<file path="config.mk">
export PLATFORM = sky130hd
export DESIGN_NAME = idcp_data_command_port
export DESIGN_NICKNAME = d
export VERILOG_FILES = /design/src/idcp_pkg.sv /design/src/idcp_data_command_port.sv
export SDC_FILE = /design/constraint.sdc
export NUM_CORES = 1
export LEC_CHECK = 0
export BUFFER_PORTS_ARGS = -buffer_cell sky130_fd_sc_hd__buf_2
export CAP_MARGIN = 10
export CORE_MARGIN = 10
export CORE_UTILIZATION = 30
export DETAILED_ROUTE_END_ITERATION = 12
export GPL_TIMING_DRIVEN = 0
export PLACE_DENSITY = 0.57
export SLEW_MARGIN = 20
export SYNTH_ARGS = -nofsm -noshare
export SYNTH_HDL_FRONTEND = slang
export SYNTH_SLANG_ARGS = --single-unit
</file>
<file path="constraint.sdc">
create_clock -name clock -period 3.5 [get_ports clock]
set_input_delay 0.7 -clock clock [delete_from_list [all_inputs] [get_ports clock]]
set_output_delay 0.7 -clock clock [all_outputs]
set_load 0.01 [all_outputs]
</file>
<file path="src/idcp_pkg.sv">
package idcp_pkg;

   // register byte addresses
   localparam logic [31:0] DATA_CMD_ADDR = 32'h5000_1310;
   localparam logic [31:0] CTRL_ADDR     = 32'h5000_1340;
   localparam logic [31:0] EVENT_ADDR    = 32'h5000_1344;
   localparam logic [31:0] MASK_ADDR     = 32'h5000_1348;
   localparam logic [31:0] STATE_ADDR    = 32'h5000_134c;

   // command word fields
   localparam int CMD_RESTART_BIT = 10;
   localparam int CMD_STOP_BIT    = 9;
   localparam int CMD_READ_BIT    = 8;
   localparam logic [15:0] DATA_CMD_RESET = 16'h0000;

   // control register fields
   localparam int CTRL_RESTART_ALLOW_BIT = 0;
   localparam int CTRL_MASTER_BIT        = 1;
   localparam int CTRL_GC_SPECIAL_BIT    = 2;
   localparam logic [2:0] CTRL_RESET     = 3'h3;

   // raw event status / mask fields
   localparam int EV_RX_UNDER  = 0;
   localparam int EV_RX_OVER   = 1;
   localparam int EV_RX_FULL   = 2;
   localparam int EV_TX_OVER   = 3;
   localparam int EV_TX_EMPTY  = 4;
   localparam int EV_READ_REQ  = 5;
   localparam int EV_TX_ABORT  = 6;
   localparam int EV_STOP_DONE = 7;
   localparam logic [7:0] EVENT_RESET = 8'h00;
   localparam logic [7:0] MASK_RESET  = 8'h00;

   // state register fields
   localparam int ST_ACTIVE_BIT = 0;
   localparam int ST_STALL_BIT  = 1;
   localparam int ST_TXLVL_LSB  = 8;
   localparam int ST_RXLVL_LSB  = 16;

   typedef struct packed {
      logic       restart;
      logic       stop;
      logic       rd;
      logic [7:0] byteValue;
   } idcp_cmd_t;

   typedef enum logic [2:0] {
      OP_START   = 3'b000,
      OP_RESTART = 3'b001,
      OP_STOP    = 3'b010,
      OP_WRITE   = 3'b011,
      OP_READ    = 3'b100
   } idcp_op_t;

   typedef struct packed {
      logic       valid;
      idcp_op_t   code;
      logic [7:0] data;
   } idcp_busop_t;

   typedef enum logic [1:0] {
      SEQ_IDLE = 2'b00,
      SEQ_WAIT = 2'b01
   } idcp_seq_t;

endpackage : idcp_pkg

</file>
<file path="src/idcp_data_command_port.sv">
// Design decision made here: the Wishbone interface to the registers.
`timescale 1ns/1ps
// Contract
// restart bit set: repeated start if allowed, else stop then start, before the byte
// restart bit clear: repeated start only on direction change if allowed, else stop+start
// stop bit set: stop follows the byte even if more commands wait
// after a stop with commands still queued, begin a new transfer with start
// stop bit clear with commands queued: keep transfer open, follow read select bits
// stop bit clear and queue empty: hold clock low until a command arrives
// read select 1 means read, 0 write; steers direction only as master
// each command write queues one entry, marked read or write by read select
// read command after general call with special bit set raises transmit abort
// read command written after a read request event raises transmit abort
// read command colliding with remote read request is dropped, abort raised
// as slave transmitter, a write command's byte goes to the remote master
// as slave receiver, received bytes are queued without any command
// data byte of a read command is ignored
// reading the command location returns a received byte in bits 7:0
// each read pops the receive queue; upper bits read zero
module idcp_data_command_port
   import idcp_pkg::*;
#(
   parameter int TX_DEPTH = 4,
   parameter int RX_DEPTH = 4
) (
   input  wire logic        clock,
   input  wire logic        rst_n,
   input  wire logic        wb_cyc_i,
   input  wire logic        wb_stb_i,
   input  wire logic        wb_we_i,
   input  wire logic [31:0] wb_adr_i,
   input  wire logic [3:0]  wb_sel_i,
   input  wire logic [31:0] wb_dat_i,
   output      logic [31:0] wb_dat_o,
   output      logic        wb_ack_o,
   output      logic        irq,
   output      idcp_busop_t busOp,
   input  wire logic        opDone,
   input  wire logic [7:0]  opRxByte,
   output      logic        sclHold,
   input  wire logic        slaveReadReq,
   output      logic        slaveTxValid,
   output      logic [7:0]  slaveTxData,
   input  wire logic        slaveTxTaken,
   input  wire logic        slaveRxValid,
   input  wire logic [7:0]  slaveRxByte
);

   localparam int TAW = $clog2(TX_DEPTH);
   localparam int RAW = $clog2(RX_DEPTH);

   idcp_cmd_t        txMem [TX_DEPTH];
   logic [7:0]       rxMem [RX_DEPTH];
   logic [TAW-1:0]   txRd;
   logic [TAW-1:0]   txWr;
   logic [TAW:0]     txCount;
   logic [RAW-1:0]   rxRd;
   logic [RAW-1:0]   rxWr;
   logic [RAW:0]     rxCount;
   logic [2:0]       ctrl;
   logic [7:0]       events;
   logic [7:0]       mask;
   idcp_seq_t        seq;
   logic             active;
   logic             afterCond;
   logic             prevRd;
   logic             curStop;
   logic             readReqSeen;

   logic             busReq;
   logic             wrAccess;
   logic             rdAccess;
   logic             cmdWrite;
   logic             cmdRead;
   logic             txFull;
   logic             txAvail;
   logic             rxFull;
   logic             rxAvail;
   idcp_cmd_t        head;
   idcp_cmd_t        newCmd;
   logic             dropRead;
   logic             txPush;
   logic             txPop;
   logic             masterPop;
   logic             gcAbort;
   logic             slavePop;
   logic             rxPush;
   logic [7:0]       rxPushByte;
   logic             rxPop;
   logic             decide;
   logic             needCond;
   logic [7:0]       next_events;
   logic [31:0]      next_rdata;

   // single-cycle classic access: request is taken in the cycle before ack rises
   assign busReq   = wb_cyc_i && wb_stb_i && !wb_ack_o;
   assign wrAccess = busReq && wb_we_i;
   assign rdAccess = busReq && !wb_we_i;
   assign cmdWrite = wrAccess && wb_adr_i == DATA_CMD_ADDR && wb_sel_i[1:0] == 2'h3;
   assign cmdRead  = rdAccess && wb_adr_i == DATA_CMD_ADDR;

   assign txFull  = txCount == (TAW+1)'(TX_DEPTH);
   assign txAvail = txCount != '0;
   assign rxFull  = rxCount == (RAW+1)'(RX_DEPTH);
   assign rxAvail = rxCount != '0;
   assign head    = txMem[txRd];

   // bits above the restart bit are reserved and never stored
   assign newCmd = '{restart:   wb_dat_i[CMD_RESTART_BIT],
                     stop:      wb_dat_i[CMD_STOP_BIT],
                     rd:        wb_dat_i[CMD_READ_BIT],
                     byteValue: wb_dat_i[7:0]};

   // a read command is refused while a remote master is, or was, reading us
   // a refused read never reaches the queue, so the tx level shows software it was dropped
   assign dropRead = cmdWrite && newCmd.rd && (slaveReadReq || readReqSeen);
   assign txPush   = cmdWrite && !dropRead && !txFull;

   // master sequencer only runs when the bus is not owned by a remote read
   assign decide    = seq == SEQ_IDLE && ctrl[CTRL_MASTER_BIT] && txAvail && !slaveReadReq;
   assign gcAbort   = decide && head.rd && ctrl[CTRL_GC_SPECIAL_BIT] && !afterCond;
   assign needCond  = !active || (!afterCond && (head.restart || head.rd != prevRd));
   assign masterPop = decide && !gcAbort && !needCond;
   assign slavePop  = slaveTxValid && slaveTxTaken;
   assign txPop     = masterPop || gcAbort || slavePop;

   // master reads win over slave receive; both cannot own the bus at once
   assign rxPush     = (seq == SEQ_WAIT && opDone && busOp.code == OP_READ) || slaveRxValid;
   assign rxPushByte = (seq == SEQ_WAIT && opDone && busOp.code == OP_READ) ? opRxByte : slaveRxByte;
   assign rxPop      = cmdRead && rxAvail;

   // pointers wrap by overflow, so both depths must be powers of two
   always_ff @(posedge clock) begin
      if (!rst_n) begin
         txWr    <= '0;
         txRd    <= '0;
         txCount <= '0;
      end else begin
         if (txPush) begin
            txMem[txWr] <= newCmd;
            txWr        <= TAW'(txWr + 1'b1);
         end
         if (txPop) begin
            txRd <= TAW'(txRd + 1'b1);
         end
         txCount <= (TAW+1)'(txCount + txPush - txPop);
      end
   end

   // a byte that meets a full queue is dropped; only the overflow flag remembers it
   always_ff @(posedge clock) begin
      if (!rst_n) begin
         rxWr    <= '0;
         rxRd    <= '0;
         rxCount <= '0;
      end else begin
         if (rxPush && !rxFull) begin
            rxMem[rxWr] <= rxPushByte;
            rxWr        <= RAW'(rxWr + 1'b1);
         end
         if (rxPop) begin
            rxRd <= RAW'(rxRd + 1'b1);
         end
         rxCount <= (RAW+1)'(rxCount + (rxPush && !rxFull) - rxPop);
      end
   end

   // byte-level sequencer toward the bit engine
   // one byte or condition is in flight at a time; the engine's done pulse ends it
   always_ff @(posedge clock) begin
      if (!rst_n) begin
         seq       <= SEQ_IDLE;
         busOp     <= '{valid: 1'b0, code: OP_START, data: 8'h00};
         active    <= 1'b0;
         afterCond <= 1'b0;
         prevRd    <= 1'b0;
         curStop   <= 1'b0;
      end else begin
         case (seq)
            SEQ_IDLE: begin
               if (decide && !gcAbort) begin
                  seq         <= SEQ_WAIT;
                  busOp.valid <= 1'b1;
                  busOp.data  <= 8'h00;
                  if (!active) begin
                     busOp.code <= OP_START;
                  end else if (needCond) begin
                     // without repeated starts the condition becomes stop, then a fresh start
                     busOp.code <= ctrl[CTRL_RESTART_ALLOW_BIT] ? OP_RESTART : OP_STOP;
                  end else begin
                     busOp.code <= head.rd ? OP_READ : OP_WRITE;
                     busOp.data <= head.rd ? 8'h00 : head.byteValue;
                     prevRd     <= head.rd;
                     curStop    <= head.stop;
                  end
               end
            end
            SEQ_WAIT: begin
               if (opDone) begin
                  case (busOp.code)
                     OP_START, OP_RESTART: begin
                        afterCond   <= 1'b1;
                        active      <= 1'b1;
                        seq         <= SEQ_IDLE;
                        busOp.valid <= 1'b0;
                     end
                     OP_STOP: begin
                        active      <= 1'b0;
                        afterCond   <= 1'b0;
                        seq         <= SEQ_IDLE;
                        busOp.valid <= 1'b0;
                     end
                     OP_WRITE, OP_READ: begin
                        afterCond <= 1'b0;
                        if (curStop) begin
                           busOp.code <= OP_STOP;
                           busOp.data <= 8'h00;
                        end else begin
                           seq         <= SEQ_IDLE;
                           busOp.valid <= 1'b0;
                        end
                     end
                     default: begin
                        seq         <= SEQ_IDLE;
                        busOp.valid <= 1'b0;
                     end
                  endcase
               end
            end
            default: begin
               seq         <= SEQ_IDLE;
               busOp.valid <= 1'b0;
            end
         endcase
      end
   end

   // clock is stretched whenever an open transfer has nothing queued and nothing in flight
   // a byte popped this cycle is still to be sent, so only an already empty queue stalls;
   // this costs one cycle before the stall flag rises
   always_ff @(posedge clock) begin
      if (!rst_n) begin
         sclHold <= 1'b0;
      end else begin
         sclHold <= active && seq == SEQ_IDLE && !txAvail && !txPush;
      end
   end

   // slave transmitter: only write entries are offered to the remote master
   // the offer drops for one cycle after a pop so that the next head can settle
   always_ff @(posedge clock) begin
      if (!rst_n) begin
         slaveTxValid <= 1'b0;
         slaveTxData  <= 8'h00;
      end else begin
         slaveTxValid <= slaveReadReq && txAvail && !head.rd && !slavePop;
         slaveTxData  <= head.byteValue;
      end
   end

   // read request stays remembered while it is raised and until software clears its event bit
   always_ff @(posedge clock) begin
      if (!rst_n) begin
         readReqSeen <= 1'b0;
      end else begin
         readReqSeen <= slaveReadReq || next_events[EV_READ_REQ];
      end
   end

   // status bits are sticky: only a write of one clears them
   always_comb begin
      next_events = events;
      if (wrAccess && wb_adr_i == EVENT_ADDR && wb_sel_i[0]) begin
         next_events = events & ~wb_dat_i[7:0];
      end
      // hardware sets win over a same-cycle software clear
      if (cmdRead && !rxAvail) next_events[EV_RX_UNDER] = 1'b1;
      if (rxPush && rxFull) next_events[EV_RX_OVER] = 1'b1;
      if (rxPush && rxCount == (RAW+1)'(RX_DEPTH - 1)) next_events[EV_RX_FULL] = 1'b1;
      if (cmdWrite && !dropRead && txFull) next_events[EV_TX_OVER] = 1'b1;
      if (txPop && txCount == (TAW+1)'(1) && !txPush) next_events[EV_TX_EMPTY] = 1'b1;
      if (slaveReadReq && !readReqSeen) next_events[EV_READ_REQ] = 1'b1;
      if (dropRead || gcAbort) next_events[EV_TX_ABORT] = 1'b1;
      if (seq == SEQ_WAIT && opDone && busOp.code == OP_STOP) next_events[EV_STOP_DONE] = 1'b1;
   end

   always_ff @(posedge clock) begin
      if (!rst_n) begin
         events <= EVENT_RESET;
      end else begin
         events <= next_events;
      end
   end

   // built from next_events so that irq rises together with its status bit
   always_ff @(posedge clock) begin
      if (!rst_n) begin
         irq <= 1'b0;
      end else begin
         irq <= |(next_events & mask);
      end
   end

   // writes land at the edge that launches ack, a cycle before the master samples it
   always_ff @(posedge clock) begin
      if (!rst_n) begin
         ctrl <= CTRL_RESET;
         mask <= MASK_RESET;
      end else if (wrAccess && wb_sel_i[0]) begin
         if (wb_adr_i == CTRL_ADDR) ctrl <= wb_dat_i[2:0];
         if (wb_adr_i == MASK_ADDR) mask <= wb_dat_i[7:0];
      end
   end

   // state register is read-only; a write to it is acked and ignored
   always_comb begin
      next_rdata = 32'h0000_0000;
      case (wb_adr_i)
         DATA_CMD_ADDR: next_rdata = {24'h000000, rxAvail ? rxMem[rxRd] : 8'h00};
         CTRL_ADDR:     next_rdata = {29'h0000_0000, ctrl};
         EVENT_ADDR:    next_rdata = {24'h000000, events};
         MASK_ADDR:     next_rdata = {24'h000000, mask};
         STATE_ADDR: begin
            next_rdata[ST_ACTIVE_BIT]                 = active;
            next_rdata[ST_STALL_BIT]                  = sclHold;
            next_rdata[ST_TXLVL_LSB +: TAW+1]         = txCount;
            next_rdata[ST_RXLVL_LSB +: RAW+1]         = rxCount;
         end
         default:       next_rdata = 32'h0000_0000;
      endcase
   end

   // ack falls after one cycle, so a request still held is not taken twice
   always_ff @(posedge clock) begin
      if (!rst_n) begin
         wb_ack_o <= 1'b0;
         wb_dat_o <= 32'h0000_0000;
      end else begin
         wb_ack_o <= busReq;
         wb_dat_o <= rdAccess ? next_rdata : 32'h0000_0000;
      end
   end

endmodule : idcp_data_command_port

</file>
Yosys cells after proc, flatten, opt, wreduce, memory -nomap -nowiden:

Memories as Yosys holds them, arrays and structs flattened. A register that Yosys moved wholly into a read port is not among the register bits.
Cells that the tools add are included.

* bits in registers: 96
* RAM bits: 76
* output and inout bits: 56
* logic and storage cells: 192
* memories kept: 2

Memories
* txMem: depth 4, width 11, read ports 1, clocked after memory_dff 1, write ports 1, RTL line idcp_data_command_port.sv:52 `idcp_cmd_t txMem [TX_DEPTH];`
* rxMem: depth 4, width 8, read ports 1, clocked after memory_dff 1, write ports 1, RTL line idcp_data_command_port.sv:53 `logic [7:0] rxMem [RX_DEPTH];`

* $add $sub $neg: 8
* equal/unequal tests: 21
* muxes and demuxes: 45
* bitwise logic cells: 4
* reductions and logical operators: 86

Operators by type and width (number)
* $eq 32x31->1 const B: 5
* $mux 8: 6
* $logic_and 1x1->1: 42
* $mux 12: 2
* $pmux 6 s4: 1
* $mux 11: 2
* $pmux 11 s2: 1
* $mux 2: 9
* $and 8x8->8: 2
* $logic_not 1->1: 16
* $mux 1: 16
* $reduce_and 3->1: 4
* $pmux 2 s5: 1
* $eq 3x2->1 const B: 3
* $eq 3x3->1 const B: 3
* $mux 3: 3
* $add 2x1->2 const B: 4
* $logic_or 1x1->1: 8
* $not 8->8: 1
* $reduce_or 8->1: 1
* $add 3x1->3: 2
* $eq 3x1->1 const B: 2
* $ne 2x2->1 const B: 3
* $pmux 1 s2: 3
* 17 further kinds: 24

Longest topological paths before layout:

* depth after elaboration: 17
* depth in mapped cells: 15

Least setup slack after synthesis:

OpenSTA, ideal clock, no wires.

* path kind: input to register
* start point: input wb_adr_i[2]
* end point: register txCount[2]
* data arrival time: 3.163 ns
* slack: 0.210 ns
* stages: 15
* buffers on the path: 1
* cell sequence: buf_2 nor4_1 nand4_1 nor2_2 nand4_1 a21oi_2 inv_2 ha_1 inv_1 ha_1 inv_1 fa_1 xor2_1 xnor2_1 nor2_1

* word-level cells in the longest chain between the ends: 10

RTL lines
* start, declared: RTL line idcp_data_command_port.sv:31 `input wire logic [31:0] wb_adr_i,`
* $eq 32x31->1 (*): RTL line idcp_data_command_port.sv:99 `assign cmdWrite = wrAccess && wb_adr_i == DATA_CMD_ADDR && wb_sel_i[1:0] == 2'h3;`
* $logic_and 1x1->1 (*) (2 in series): RTL line idcp_data_command_port.sv:99
* $logic_and 1x1->1 (2 in series): RTL line idcp_data_command_port.sv:116 `assign dropRead = cmdWrite && newCmd.rd && (slaveReadReq || readReqSeen);`
* $logic_not 1->1: RTL line idcp_data_command_port.sv:117 `assign txPush = cmdWrite && !dropRead && !txFull;`
* $logic_and 1x1->1 (*) (2 in series): RTL line idcp_data_command_port.sv:117
* $add 3x1->3 (*): RTL line idcp_data_command_port.sv:146 `txCount <= (TAW+1)'(txCount + txPush - txPop);`
* $sub 3x1->3 (*): RTL line idcp_data_command_port.sv:146
* end signal, assigned: RTL line idcp_data_command_port.sv:146
* end, declared: RTL line idcp_data_command_port.sv:56 `logic [TAW:0] txCount;`

Mark *: on every way between the ends. The rest lies on a longest branch, timed or not.
A chain may end at the register's enable or synchronous reset.

Worst setup path in the final report:

Ends and elaborated chain as after synthesis.

==> run_results.csv <==
group,metric,value,unit
yosys,ys_seq_area_frac,0.591,
timing,tightest_slew,0.748,ns
drt,wl_per_cell,17.4,µm
timing,period_needed,3.26,ns
drt,via_per_inst,4.64,
drt,routed_wirelength,16600,µm
power_and_ir_drop,p_int,3.06,mW
worst_setup_path,criticalPathCategory,"input pin to flop",
power_and_ir_drop,p_sw_frac,0.230,
clock_tree,cts.sinks,156,
worst_setup_path,critPathLaunchType,"input pin",
global_route,grt_max_degree,17,
global_route,grt_usage,0.118,
yosys,synth_top_cell_by_area,"edfxtp_1",
global_route,grt_pass1_vias,4504,
placed_design,dpl_cell_area,0.00752,mm²
yosys,synth_edf_count,76,
die,io_pins,149,
layout,fin_util,0.373,
yosys,synth_common_cells,"dfxtp_1 (80), edfxtp_1 (76), nor2_1 (57)",
yosys,yosysMostFrequentCell,"dfxtp_1",
clock_tree,cts-buffers-inserted,17,
timing,holdWs,0.475,ns
worst_setup_path,crit_chain,"buf_2, nor4_1, nand4_1, buf_4, nor2_2, nand4_1, a21oi_4, inv_2, ha_1, inv_1, ha_1, inv_1, fa_1, xor2_1, xnor2_1, nor2_1",
yosys,syn_inst,519,
layout,area_growth,23.2,%
timing,slew_headroom,0.500,
layout,register_area,0.00388,mm²
timing,clock.fmax,307,MHz
die,die_h,168,µm
layout,diodes,0,
power_and_ir_drop,ir_drop,0.261,mV
die,fp.dieArea,0.0282,mm²
power_and_ir_drop,p_sw,0.912,mW
drt,drc,0,
timing,slew_violations,0,
power_and_ir_drop,finalPower,3.97,mW
yosys,synth_area_per_cell,12.7,µm²
clock_tree,htree_levels,4,
die,num_rows,54,
timing,fin_skew,0.00932,ns
outcome,outcome,"completed",
min_path,min_path_type,"flop to flop",
clock_tree,hold_buffers,0,
yosys,synthArstFlopShare,0,
global_route,grt-ovfl-total,0,
worst_setup_path,cp_slowest_cell,"nor4_1",
drt,ant_nets,0,
yosys,synth.distinct_cells,68,
power_and_ir_drop,seqPwrFrac,0.499,
timing,fin_crit_sh,0.932,
clock_tree,clock_latency,0.43,ns
global_route,antenna_found_initial,0,
clock_tree,cts_buffer_depth,2,
job,drv_cap,0,
worst_setup_path,crit_path_max_fanout,8,
placed_design,port_buffers,106,
die,start_util,0.303,
yosys,yosys_warnings,0,
die,core,0.0217,mm²
clock_tree,clkTransAtPathRegs,0.07,ns
timing,setup_viol_count_final,0,
timing,setup_tns,0,ns
yosys,synth_top_area_frac,0.347,
yosys,synth-seq-cells,156,
drt,drt_first_pass_iters,5,
timing,finalHoldViolations,0,
timing,rsz0062_at_grt,"false",
layout,nets,769,
clock_tree,tritoncts,"done",
drt,first_iter_violations,266,
worst_setup_path,required,3.79,ns
worst_setup_path,end_kind,"flop",
power_and_ir_drop,p_leak,3.20,nW
die,die_w,168,µm
worst_setup_path,slowest_delay,0.39,ns
layout,drive_gt1_frac,0.313,
power_and_ir_drop,power_frac_comb,0.060,
global_route,grt_pass1_wl,25800,µm
drt,vias,4429,
yosys,synth_area_leaders,"edfxtp_1 (35%), dfxtp_1 (24%), mux4_2 (6.5%), nor2_1 (3.3%), ha_1 (2.3%)",
clock_tree,cts_root_buf,"clkbuf_16",
yosys,synthFlopType,"dfxtp_1",
layout,num-fill-cells,2117,
placed_design,routabilityCongestion,0.862,
layout,multiInputGateArea,0.00248,mm²
yosys,syn-cell-area,0.00657,mm²
placed_design,hpwl,12600,µm
layout,design_area,0.00810,mm²
power_and_ir_drop,p_clk_frac,0.441,
power_and_ir_drop,p_per_area,490,mW/mm²
worst_setup_path,cp.arrival,3.55,ns
==> sequential cells by signal (all words and copies together) (netlist names), 2 cells and up, named ones only <==
register	count
wb_dat_o	14
txWr	2
mask	8
slaveTxData	8
rxRd	2
busOp	11
events	8
ctrl	3
txRd	2
rxCount	3
rxMem	32
txMem	44
txCount	3
rxWr	2
==> cells by family after synthesis <==
family	count (synthesis)	share of synthesized area
simple gates	173	0.153
flops	156	0.591
compound gates	71	0.0754
buf+inv	57	0.0442
mux	37	0.0942
fa+ha+maj	14	0.0289
xor+xnor	10	0.0133
other cells	1	0.000570
==> metal layers <==
metal | vias up | routed length, µm | share of wire | GRT usage
li1 | 2148 | - | - | -
met1 | 2120 | 7230 | 0.44 | 0.145
met2 | 141 | 7960 | 0.48 | 0.192
met3 | 20 | 1180 | 0.071 | 0.0384
met4 | 0 | 250 | 0.015 | 0.0371
met5 | - | 0 | 0 | 0
==> cells in the final DEF, fill, tap and decap left out, types with 3 or more instances in the layout <==
cell type,instances
and3_1,10
inv_6,3
nor4b_2,3
nor3b_1,3
conb_1,18
o21ai_1,3
clkbuf_16,17
buf_4,20
nand2_1,32
xor2_1,5
nand3_1,11
a222oi_1,4
nor3_1,5
a221o_1,3
buf_2,109
a21boi_1,3
xnor2_1,5
mux2i_1,9
nor2_1,57
nand4_1,5
ha_1,12
inv_1,20
nor4_1,3
mux4_2,19
a21oi_1,24
edfxtp_1,76
mux2_2,8
dfxtp_1,80
a22oi_1,13
clkbuf_1,12
and2_1,22
==> through the flow <==
stage / setup slack [ns] / instances
6_report: 0.238 / 955
5_1_grt: 0.0451 / 955
4_1_cts: 0.119 / 954
3_5_place_dp: -0.333 / 922
3_3_place_gp: -0.309 / 922
2_1_floorplan: 0.210 / 536
==> worst max-delay path: cells and delay by family <==
| kind | cells | cell delay [ns] |
|---|---|---|
| compound gates | 1 | 0.31 |
| xor+xnor | 2 | 0.31 |
| fa+ha+maj | 3 | 0.76 |
| buf+inv | 5 | 0.49 |
| simple gates | 5 | 0.98 |
==> worst paths after layout <==
kind / start / to / slack [ns] / cells past startpoint
setup / recovery: wb_adr_i[2] / txCount[2] / 0.24 / 16
hold / removal: prevRd / prevRd / 0.48 / 2
setup reg to reg: flop / txCount[2] / 0.29 / 12
hold reg to reg: prevRd / prevRd / 0.48 / 2
==> cell type report <==
cell class	count	area share
multi-input cells	323	0.306
repair buffers	107	0.0664
flip-flops and latches	156	0.480
clock inverters	12	0.0138
inverters	22	0.0102
clock buffers	20	0.0552
plain buffers	35	0.0256
well taps	280	0.0433
==> power groups by stage <==
stage	registers (mW)	clock network, mW	logic, mW
finish	1.98	1.75	0.238
global route	1.98	1.87	0.270
CTS	1.98	1.78	0.239
detailed placement	2.02	0	0.238
global placement	2.02	0	0.234
floorplan	2.01	0	0.137
==> repair_timing <==
item / CTS / global route
buffers inserted: 0 / 1
setup endpoints to repair: 0 / 2
resized for setup: 0 / 2
Power figures use the tool's default switching activity.
